--- src/dpc_pkg.sv ---
// Purpose: shared constants for display presentation control
// Assumes: 125 MHz system clock, 0.1 s coarse tick
// Notes:   settings arrive as plain ports from the menu logic
`default_nettype none
package dpc_pkg;
    localparam int          CLK_HZ          = 125000000;      // system clock rate
    localparam int          TICK_MS         = 100;            // tick period in ms
    localparam int          TICK_CYCLES     = CLK_HZ / 1000 * TICK_MS; // cycles per tick
    localparam logic [6:0]  FILT_MIN        = 7'h01;          // 0.1 s in tenths
    localparam logic [6:0]  FILT_MAX        = 7'h64;          // 10.0 s in tenths
    localparam logic [6:0]  FILT_RESET      = 7'h01;          // default 0.1 s
    localparam logic [13:0] BLANK_MIN       = 14'h000a;       // 10 s
    localparam logic [13:0] BLANK_MAX       = 14'h270f;       // 9999 s
    localparam logic [13:0] BLANK_OFF       = 14'h0000;       // blanking off
    localparam logic [3:0]  TICKS_PER_SEC   = 4'ha;           // ten ticks a second
    localparam logic [1:0]  FRAC_MAX        = 2'h3;           // most fraction digits
    localparam logic [1:0]  FRAC_RESET      = 2'h0;           // default digits
    typedef enum logic [1:0] {DPC_UNIT_F, DPC_UNIT_C, DPC_UNIT_K} dpc_unit_t;
    typedef enum logic [1:0] {DPC_IN_RTD, DPC_IN_TC, DPC_IN_LINEAR} dpc_input_t;
endpackage
`default_nettype wire

--- src/dpc_display_control.sv ---
// Purpose: rate-limits shown process value, blanks target value, applies units/digits
// Assumes: settings and values synchronous to clk; clk_en freezes all state
// Notes:   values are signed integers in hundredths-free raw counts (scaled by 10^digits)
// Operation
// [RULE_01] shown value changes at most once per interval
// [RULE_02] filter never touches control-path value
// [RULE_03] interval in tenths regardless of digits
// [RULE_04] units Fahrenheit, Celsius, Kelvin; Fahrenheit default
// [RULE_05] unit used internally and on comms
// [RULE_06] unit setting offered only for RTD/thermocouple
// [RULE_07] blank target value after configured seconds
// [RULE_08] any key restores blanked target value
// [RULE_09] restored value blanks again after period
// [RULE_10] linear digits 0..3, default 0
// [RULE_11] nonzero digits force fraction, narrow range
// [RULE_12] digits set stored fraction for values
// [RULE_13] timers use 0.1 s tick; off means visible
`timescale 1ns/1ns
`default_nettype none
module dpc_display_control #(
    parameter int TICK_CYCLES = dpc_pkg::TICK_CYCLES, // shorten for simulation
    parameter int VW          = 20                    // value width
) (
    input  wire logic          clk,
    input  wire logic          srst,
    input  wire logic          clk_en,
    input  wire logic [1:0]    input_type,        // dpc_input_t code
    input  wire logic          cfg_load,          // menu applies settings
    input  wire logic [6:0]    pv_display_min_interval, // tenths of seconds
    input  wire logic [13:0]   setpoint_blank_time,     // seconds, 0 = off
    input  wire logic [1:0]    fraction_digit_count,
    input  wire logic [1:0]    unit_select,       // dpc_unit_t code
    input  wire logic          key_press,         // any key pulse
    input  wire logic signed [VW-1:0] process_value,   // measured, full precision x1000
    input  wire logic signed [VW-1:0] target_value,    // setpoint, full precision x1000
    output logic signed [VW-1:0] pv_shown,        // value to display
    output logic signed [VW-1:0] pv_control,      // value for control path
    output logic signed [VW-1:0] sv_stored,       // setpoint at stored digits
    output logic               sv_visible,        // setpoint shown when high
    output logic [1:0]         unit_active,       // unit used inside and on comms
    output logic [1:0]         digits_active,     // stored fraction digits
    output logic               unit_menu_offered  // unit item shown in menu
);
    localparam int TW = $clog2(TICK_CYCLES + 1);  // tick counter width

    typedef struct packed {
        logic [TW-1:0]        tick_cnt;   // divider toward 0.1 s
        logic [6:0]           filt_cfg;   // interval in tenths
        logic [13:0]          blank_cfg;  // blank seconds
        logic [1:0]           digits;     // fraction digits
        logic [1:0]           unit;       // temperature unit
        logic [6:0]           filt_cnt;   // tenths since last update
        logic [3:0]           sub_sec;    // tenths within a second
        logic [13:0]          blank_cnt;  // seconds shown
        logic                 visible;    // setpoint shown
        logic signed [VW-1:0] pv_shown;
        logic signed [VW-1:0] pv_ctl;
        logic signed [VW-1:0] sv;
        logic                 offered;
    } dpc_state_t;

    dpc_state_t st;       // registered state
    dpc_state_t next_st;  // next state

    // drop fraction digits from a x1000 value to the chosen count
    function automatic logic signed [VW-1:0] scale(input logic signed [VW-1:0] v,
                                                    input logic [1:0] d);
        case (d)
            2'h0:    scale = VW'(v / 1000);
            2'h1:    scale = VW'(v / 100);
            2'h2:    scale = VW'(v / 10);
            default: scale = v;
        endcase
    endfunction

    wire logic temp_in = (input_type == 2'(dpc_pkg::DPC_IN_RTD))
                      || (input_type == 2'(dpc_pkg::DPC_IN_TC));
    wire logic tick    = (st.tick_cnt == TW'(TICK_CYCLES - 1));

    // next-state logic
    always_comb begin
        next_st = st;
        next_st.offered = temp_in; // RULE_06
        next_st.tick_cnt = tick ? '0 : st.tick_cnt + TW'(1); // RULE_13
        if (cfg_load) begin
            // interval held in tenths, independent of digits
            if (pv_display_min_interval >= dpc_pkg::FILT_MIN
                && pv_display_min_interval <= dpc_pkg::FILT_MAX) begin
                next_st.filt_cfg = pv_display_min_interval; // RULE_03
            end
            if (setpoint_blank_time == dpc_pkg::BLANK_OFF
                || (setpoint_blank_time >= dpc_pkg::BLANK_MIN
                    && setpoint_blank_time <= dpc_pkg::BLANK_MAX)) begin
                next_st.blank_cfg = setpoint_blank_time; // RULE_07
                next_st.blank_cnt = '0;
                next_st.sub_sec   = '0;
            end
            // full digit range only selectable for linear; temperature caps at 1
            if (!temp_in || fraction_digit_count <= 2'h1) begin
                next_st.digits = fraction_digit_count; // RULE_10
            end
            if (temp_in && unit_select <= 2'(dpc_pkg::DPC_UNIT_K)) begin
                next_st.unit = unit_select; // RULE_04 RULE_06
            end
        end
        // stored values carry the chosen digit count
        next_st.pv_ctl = scale(process_value, st.digits); // RULE_02 RULE_12
        next_st.sv     = scale(target_value, st.digits); // RULE_11 RULE_12
        // display rate limit
        if (tick) begin
            if (st.filt_cnt + 7'h01 >= st.filt_cfg) begin
                next_st.filt_cnt = '0;
                next_st.pv_shown = scale(process_value, st.digits); // RULE_01
            end else begin
                next_st.filt_cnt = st.filt_cnt + 7'h01;
            end
        end
        // setpoint blanking
        if (st.blank_cfg == dpc_pkg::BLANK_OFF) begin
            next_st.visible = 1'b1; // RULE_13
        end else if (key_press) begin
            next_st.visible   = 1'b1; // RULE_08
            next_st.blank_cnt = '0;   // RULE_09
            next_st.sub_sec   = '0;
        end else if (st.visible && tick) begin
            if (st.sub_sec == dpc_pkg::TICKS_PER_SEC - 4'h1) begin
                next_st.sub_sec = '0;
                if (st.blank_cnt + 14'h0001 >= st.blank_cfg) begin
                    next_st.visible = 1'b0; // RULE_07 RULE_09
                end else begin
                    next_st.blank_cnt = st.blank_cnt + 14'h0001;
                end
            end else begin
                next_st.sub_sec = st.sub_sec + 4'h1;
            end
        end
    end

    // state register
    always_ff @(posedge clk) begin
        if (srst) begin
            st           <= '0;
            st.filt_cfg  <= dpc_pkg::FILT_RESET;
            st.blank_cfg <= dpc_pkg::BLANK_OFF;
            st.digits    <= dpc_pkg::FRAC_RESET;
            st.unit      <= 2'(dpc_pkg::DPC_UNIT_F); // RULE_04
            st.visible   <= 1'b1;
        end else if (clk_en) begin
            st <= next_st;
        end
    end

    assign pv_shown          = st.pv_shown;
    assign pv_control        = st.pv_ctl;
    assign sv_stored         = st.sv;
    assign sv_visible        = st.visible;
    assign unit_active       = st.unit; // RULE_05
    assign digits_active     = st.digits;
    assign unit_menu_offered = st.offered;

    // shown value only moves on an interval boundary
    chk_pv_rate_limit: assert property (@(posedge clk) disable iff (srst) // RULE_01
        !$past(srst) && $changed(st.pv_shown)
        |-> $past(clk_en) && $past(tick)
            && $past(st.filt_cnt) + 7'h01 >= $past(st.filt_cfg))
        else $error("shown value changed before interval");
    // control copy follows the input one edge later, unfiltered
    chk_ctl_follows: assert property (@(posedge clk) disable iff (srst) // RULE_02
        clk_en && $past(clk_en) && !$past(srst)
        |-> pv_control == scale($past(process_value), $past(st.digits)))
        else $error("control value not tracking input");
    // any key shows the setpoint on the next edge
    chk_key_restore: assert property (@(posedge clk) disable iff (srst) // RULE_08
        clk_en && key_press |=> sv_visible)
        else $error("key did not restore setpoint");
    // blanking off brings the setpoint back one edge after it is in force
    chk_off_visible: assert property (@(posedge clk) disable iff (srst) // RULE_13
        clk_en && st.blank_cfg == dpc_pkg::BLANK_OFF |=> sv_visible)
        else $error("setpoint hidden while blanking off");
    // stored blank time is off or inside its range
    chk_blank_range: assert property (@(posedge clk) disable iff (srst) // RULE_07
        st.blank_cfg == 14'h0000 || (st.blank_cfg >= 14'h000a && st.blank_cfg <= 14'h270f))
        else $error("blank time out of range");
    // stored interval stays inside the tenths range
    chk_filt_range: assert property (@(posedge clk) disable iff (srst) // RULE_03
        st.filt_cfg >= 7'h01 && st.filt_cfg <= 7'h64)
        else $error("filter interval out of range");
    // unit code never leaves the three choices
    chk_unit_legal: assert property (@(posedge clk) disable iff (srst) // RULE_04
        unit_active <= 2'h2)
        else $error("illegal unit");
    // a load on a linear input leaves the unit alone
    chk_unit_gate: assert property (@(posedge clk) disable iff (srst) // RULE_06
        clk_en && cfg_load && !temp_in |=> $stable(unit_active))
        else $error("unit changed on linear input");
    // setpoint comes back only through a key or blanking turned off
    chk_blank_after: assert property (@(posedge clk) disable iff (srst) // RULE_08
        !$past(srst) && sv_visible && !$past(sv_visible)
        |-> $past(st.blank_cfg) == dpc_pkg::BLANK_OFF || $past(key_press))
        else $error("setpoint restored without a key");
    // stored setpoint carries the digits in force one edge earlier
    chk_digits_store: assert property (@(posedge clk) disable iff (srst) // RULE_12
        clk_en && $past(clk_en) && !$past(srst)
        |-> sv_stored == scale($past(target_value), $past(st.digits)))
        else $error("stored setpoint digits wrong");
    // a key restarts the blanking period from zero
    chk_blank_restart: assert property (@(posedge clk) disable iff (srst) // RULE_09
        clk_en && key_press && st.blank_cfg != dpc_pkg::BLANK_OFF
        |=> st.blank_cnt == 14'h0000 && st.sub_sec == 4'h0)
        else $error("blank period not restarted by key");
    // blanking falls only at a second boundary once the period is used up
    chk_blank_expiry: assert property (@(posedge clk) disable iff (srst) // RULE_07
        $fell(sv_visible)
        |-> $past(st.blank_cfg) != dpc_pkg::BLANK_OFF
            && $past(st.sub_sec) == dpc_pkg::TICKS_PER_SEC - 4'h1
            && $past(st.blank_cnt) + 14'h0001 >= $past(st.blank_cfg))
        else $error("setpoint blanked before period ended");
    // unit menu item follows the input type one edge later
    chk_unit_offer: assert property (@(posedge clk) disable iff (srst) // RULE_06
        clk_en |=> unit_menu_offered == $past(temp_in))
        else $error("unit item offer wrong");
    // temperature inputs refuse more than one fraction digit
    chk_digits_cap: assert property (@(posedge clk) disable iff (srst) // RULE_10
        clk_en && cfg_load && temp_in && fraction_digit_count > 2'h1
        |=> $stable(digits_active))
        else $error("digits above one on temperature input");
endmodule
`default_nettype wire

--- config.mk ---
export PLATFORM = sky130hd
export DESIGN_NAME = dpc_display_control
export DESIGN_NICKNAME = d
export VERILOG_FILES = /design/src/dpc_pkg.sv /design/src/dpc_display_control.sv
export SDC_FILE = /design/constraint.sdc
export NUM_CORES = 1
export LEC_CHECK = 0
export BUFFER_PORTS_ARGS = -buffer_cell sky130_fd_sc_hd__buf_4
export CAP_MARGIN = 5
export CORE_AREA = 3 3 421 423
export CTS_BUF_LIST = sky130_fd_sc_hd__clkbuf_16
export DETAILED_ROUTE_END_ITERATION = 6
export DIE_AREA = 0 0 424 426
export MAX_ROUTING_LAYER = met4
export PLACE_DENSITY = 0.46
export SLEW_MARGIN = 20
export SYNTH_ARGS = -nofsm -noshare
export SYNTH_HDL_FRONTEND = slang
export SYNTH_SLANG_ARGS = --single-unit
--- constraint.sdc ---
create_clock -name clk -period 87.7 [get_ports clk]
set_input_delay 13.155 -clock clk [delete_from_list [all_inputs] [get_ports clk]]
set_output_delay 13.155 -clock clk [all_outputs]
set_load 0.01 [all_outputs]
* Yosys cells after proc, flatten, opt, wreduce, memory -nomap -nowiden
Cells that the tools add are included.
** Operators by class
- Add/sub/neg operators :: 4
- Divide/modulo/power cells :: 6
- Magnitude comparators :: 8
- Equal/unequal tests :: 5
- Mux-type cells :: 14
- Reduce and logical (&&, ||, !) cells :: 22
** Operator list (number)
- 20-bit case mux with 3 select lines :: 2
- 32-bit by 11-bit divider with 32-bit output, second input constant :: 2
- 32-bit by 5-bit divider with 32-bit output, second input constant :: 2
- 32-bit by 8-bit divider with 32-bit output, second input constant :: 2
- 18-bit 2-to-1 mux :: 3
- 19-bit 2-to-1 mux :: 2
- 14-bit logical NOT :: 2
- 24-bit by 1-bit adder with 24-bit output, second input constant :: 1
- 24-bit equality test, second input constant :: 1
- 24-bit 2-to-1 mux :: 1
- 15-bit 2-to-1 mux :: 1
- 3-bit AND reduction :: 5
- 14-bit by 1-bit adder with 14-bit output, second input constant :: 1
- 14-bit >= comparator :: 1
- 14-bit by 4-bit >= comparator with 1-bit output, second input constant :: 1
- 14-bit less-or-equal comparator, second input constant :: 1
- 14-bit 2-to-1 mux :: 1
- 3-bit nonzero test :: 3
- 7-bit by 1-bit adder with 7-bit output, second input constant :: 1
- 7-bit by 1-bit >= comparator with 1-bit output, second input constant :: 1
- 7-bit >= comparator :: 1
- 7-bit less-or-equal comparator, second input constant :: 1
- 7-bit 2-to-1 mux :: 1
- 4-bit by 1-bit adder with 4-bit output, second input constant :: 1
- 13 further kinds :: 21
** Word-level totals
- Bits in registers :: 136
- Bits of input ports :: 72
- Output and inout bits :: 66
- Word-level logic and storage cells :: 72

* Longest topological paths before layout
- Word-level depth :: 10
- Depth in mapped cells :: 366
- Gate-level depth less buffers :: 333

* Worst setup path before layout
OpenSTA, ideal clock, no wires.
- Kind :: input to register
- From :: input target_value[0]
- To :: register st, in the netlist sv_stored[18]
- Setup time :: 0.128 ns
- Data arrival time :: 77.744 ns
- Required time :: 87.572 ns
- Setup slack :: 9.828 ns
- Stages :: 341
- Path buffers :: 35
- Cell sequence :: inv_1 ha_1 or4b_1 o21ai_0 nand4_1 nor4_4 and4_1 a31oi_1 mux2i_1 inv_1 ha_1 a21oi_1 inv_1 o21ai_0 mux2i_1 a2111oi_2 nor3_4 a211oi_1 [... 305 more ...] ha_1 a21o_1 nor4_1 o2111ai_1 or4_1 a2111oi_4 nand2_1 nor2_1 ha_1 nand2_1 o21ai_0 nand2_1 a21oi_1 nand2_1 xnor2_1 o21ai_0 mux2i_1 nor2_1
** On the way
- Longest elaborated chain between the ends :: 2
- Elaborated cells between the ends (all ways) :: 4
- Classes of those cells :: div (3); mux (1)
** Ends and longest elaborated chain
- start: declaration :: RTL line dpc_display_control.sv:35 : input wire logic signed [VW-1:0] target_value,
- 32-bit by 5-bit divider with 32-bit output, or another cell as far along :: RTL line dpc_display_control.sv:71 : 2'h2: scale = VW'(v / 10);
- 20-bit case mux with 3 select lines * :: RTL line dpc_display_control.sv:68 : case (d)
- end signal: assignment :: RTL line dpc_display_control.sv:149 : st <= next_st;
- end: declaration :: RTL line dpc_display_control.sv:62 : dpc_state_t st;
Mark *: on every way between the ends. The rest lies on a longest branch, timed or not.
A chain may end at the register's enable or synchronous reset.

* Worst setup path after layout
- From :: input process_value[0]
- To :: register st, in the netlist pv_control[16]
** On the way
- Longest elaborated chain between the ends :: 2
- Elaborated cells between the ends (all ways) :: 4
- Classes of those cells :: div (3); mux (1)
** Ends and longest elaborated chain
- start: declaration :: RTL line dpc_display_control.sv:34 : input wire logic signed [VW-1:0] process_value,
- 32-bit by 5-bit divider with 32-bit output, or another cell as far along :: RTL line dpc_display_control.sv:71
- 20-bit case mux with 3 select lines * :: RTL line dpc_display_control.sv:68
Marks and branches as above.

==> reports/metrics.csv <==
metric,value,unit
finalSetupViolCount,0,
final_cell_mix,"1056 x buf_4, 841 x nor2_1, 562 x nand2_1",
core_area,0.174,sq mm
yosys_warnings,0,
cts_tree,yes,
grt_antenna_before_repair,15,
finalSetupTns,0,ns
cts.path.max_buffers,2,
slew_headroom,0.215,
final_common_cell,buf_4,
path_common_cell,ha_1,
crit_required,88.05,ns
dp_worst_setup_slack,2.63,ns
dpl.hpwl,166000,um
die_width,424,um
cts_sinks,136,
synth-seq-area-share,0.0523,
cts_buffers,17,
status,finished clean,
wl,200000,um
hold_path_startpoint,sv_stored[0]$_SDFFE_PP0P_,
hold_class,reg2reg,
htree_levels,4,
endpoint_kind,flip-flop,
post-route-util,0.355,
placed_area,0.0609,sq mm
period_needed,82.67,ns
clock_latency,0.49,ns
fmax,12.1,MHz
worst_pin_slew,1.18,ns
fin_skew,0.0202,ns
cts.hold.buffers_added,0,
worstSetupStartpoint,process_value[0],
root_buffer,clkbuf_16,
grt_pass1_vias,55600,
synth_area_per_cell,7.17,sq um
syn_inst,7256,
clkSlewWorstSetupHoldPaths,0.08,ns
fp-row-count,153,
fin_area,0.0618,sq mm
hold_violations,0,
cap_viol_max_count,0,
worstSetupPathType,in2reg,
slowest_stage,o2111ai_1,
synthArstFlopShare,0,
rr_startpoint,digits_active[1]$_SDFFE_PP0P_,
seqCellArea,0.00272,sq mm
track_usage,0.218,
wl_per_cell,19.2,um
netlist_area,0.0520,sq mm
critPathMaxFanout,21,
gr-total-overflow,0,
cp-start-kind,primary input,
fin_crit_sh,0.943,
gp_congestion,0.920,
synth.distinct_cells,196,
grt_max_degree,100,
drcViolationCount,0,
multi_input_area,0.0466,sq mm
boundaryPins,138,
nFillCells,18900,
synth_edf_count,0,
grt_pass1_wl,313000,um
drv_slew,0,
io_buffers,136,
start_util,0.299,
ant_nets,0,
dieArea,0.181,sq mm
dr.pass1.iters,5,
arrival,83.02,ns
ys_seq_elements,136,
drt_iter0_markers,3880,
die_h,426,um
setup_slack,5.03,ns
routed_via_density,5.57,
ys.flop_type,dfxtp_1,
layout-drive-gt1-share,0.227,
crit_path_max_incr_delay,0.61,ns
syn2layout_area_growth,18.7,%
nNetsFinal,8618,
vias,58100,
-- worst paths after layout --
check                           slack, ns  cells after the start                     endpoint
worst min-delay path                 0.48                      2    sv_stored[0]$_SDFFE_PP0P_
worst max-delay path                 5.03                    286  pv_control[16]$_SDFFE_PP0P_
worst min register to register       0.48                      2    sv_stored[0]$_SDFFE_PP0P_
worst max register to register      16.39                    290  pv_control[16]$_SDFFE_PP0P_
-- repair_timing --
item	4_1_cts	5_1_grt
hold endpoints to repair	0	0
gates resized for setup	0	43
endpoints found under the setup margin	0	60
setup buffers	0	10
-- layer usage --
layer | track usage | routed length [um]
met1 | 0.278 | 93700
met2 | 0.370 | 95100
met3 | 0.0123 | 5510
met4 | 0.0657 | 5750
met5 | - | 0
-- cell families after synthesis --
logic type                 after synthesis  synth area share
muxes                                  265            0.0542
adders and majority gates              465             0.112
other                                    1         0.0000721
and+or+nand+nor                       3031             0.313
DFF                                    136            0.0523
xor gates and xnor gates               540            0.0910
AOI/OAI and AO/OA                     2296             0.319
buffers and inverters                  522            0.0587
-- per-stage QoR --
step / cells / hold WS, ns
floorplan: 7281 / 0.445
global placement: 10400 / 0.467
detailed placement: 10400 / 0.473
CTS: 10400 / 0.488
global route: 10400 / 0.521
finish: 10400 / 0.479
-- sequential cells by signal, summed over array words and instances (netlist names) --
name,count
sv_stored,20
st,70
pv_shown,20
sv_visible,1
unit_active,2
digits_active,2
pv_control,20
unit_menu_offered,1
-- cell usage after synthesis (81+ instances only) --
| library cell | number | area share |
|---|---|---|
| xor2_1 | 180 | 0.030 |
| a211oi_1 | 101 | 0.015 |
| nand4_1 | 110 | 0.013 |
| inv_1 | 238 | 0.017 |
| nand2_1 | 563 | 0.041 |
| nor3_1 | 256 | 0.025 |
| or3_1 | 81 | 0.0097 |
| ha_1 | 464 | 0.11 |
| o21a_1 | 141 | 0.020 |
| nand2b_1 | 103 | 0.012 |
| mux2_2 | 88 | 0.019 |
| o21ai_0 | 394 | 0.038 |
| nand3_1 | 210 | 0.020 |
| dfxtp_1 | 136 | 0.052 |
| a31oi_1 | 102 | 0.012 |
| mux2i_1 | 163 | 0.031 |
| a21o_1 | 131 | 0.019 |
| xnor2_1 | 359 | 0.060 |
| nor2_1 | 845 | 0.061 |
| a21oi_1 | 478 | 0.046 |
-- critical path, delay by kind of cell --
family	cells	cell delay [ns]
buf+inv	22	3.38
xor+xnor	5	1.26
mux	16	5.27
compound gates	97	23.41
simple gates	117	26.65
fa+ha+maj	29	9.73
-- cell type report --
type                    count  area share
clock buffers              17     0.00689
multi-input cells        6623       0.754
well taps                2325      0.0471
diodes                     14    0.000567
flip-flops and latches    136      0.0441
inverters                 245      0.0150
clock inverters            15     0.00324
repair buffers           1059       0.129
Power is not shown: default switching activity piles up to over one toggle a cycle in this logic, so the estimate is an artifact.
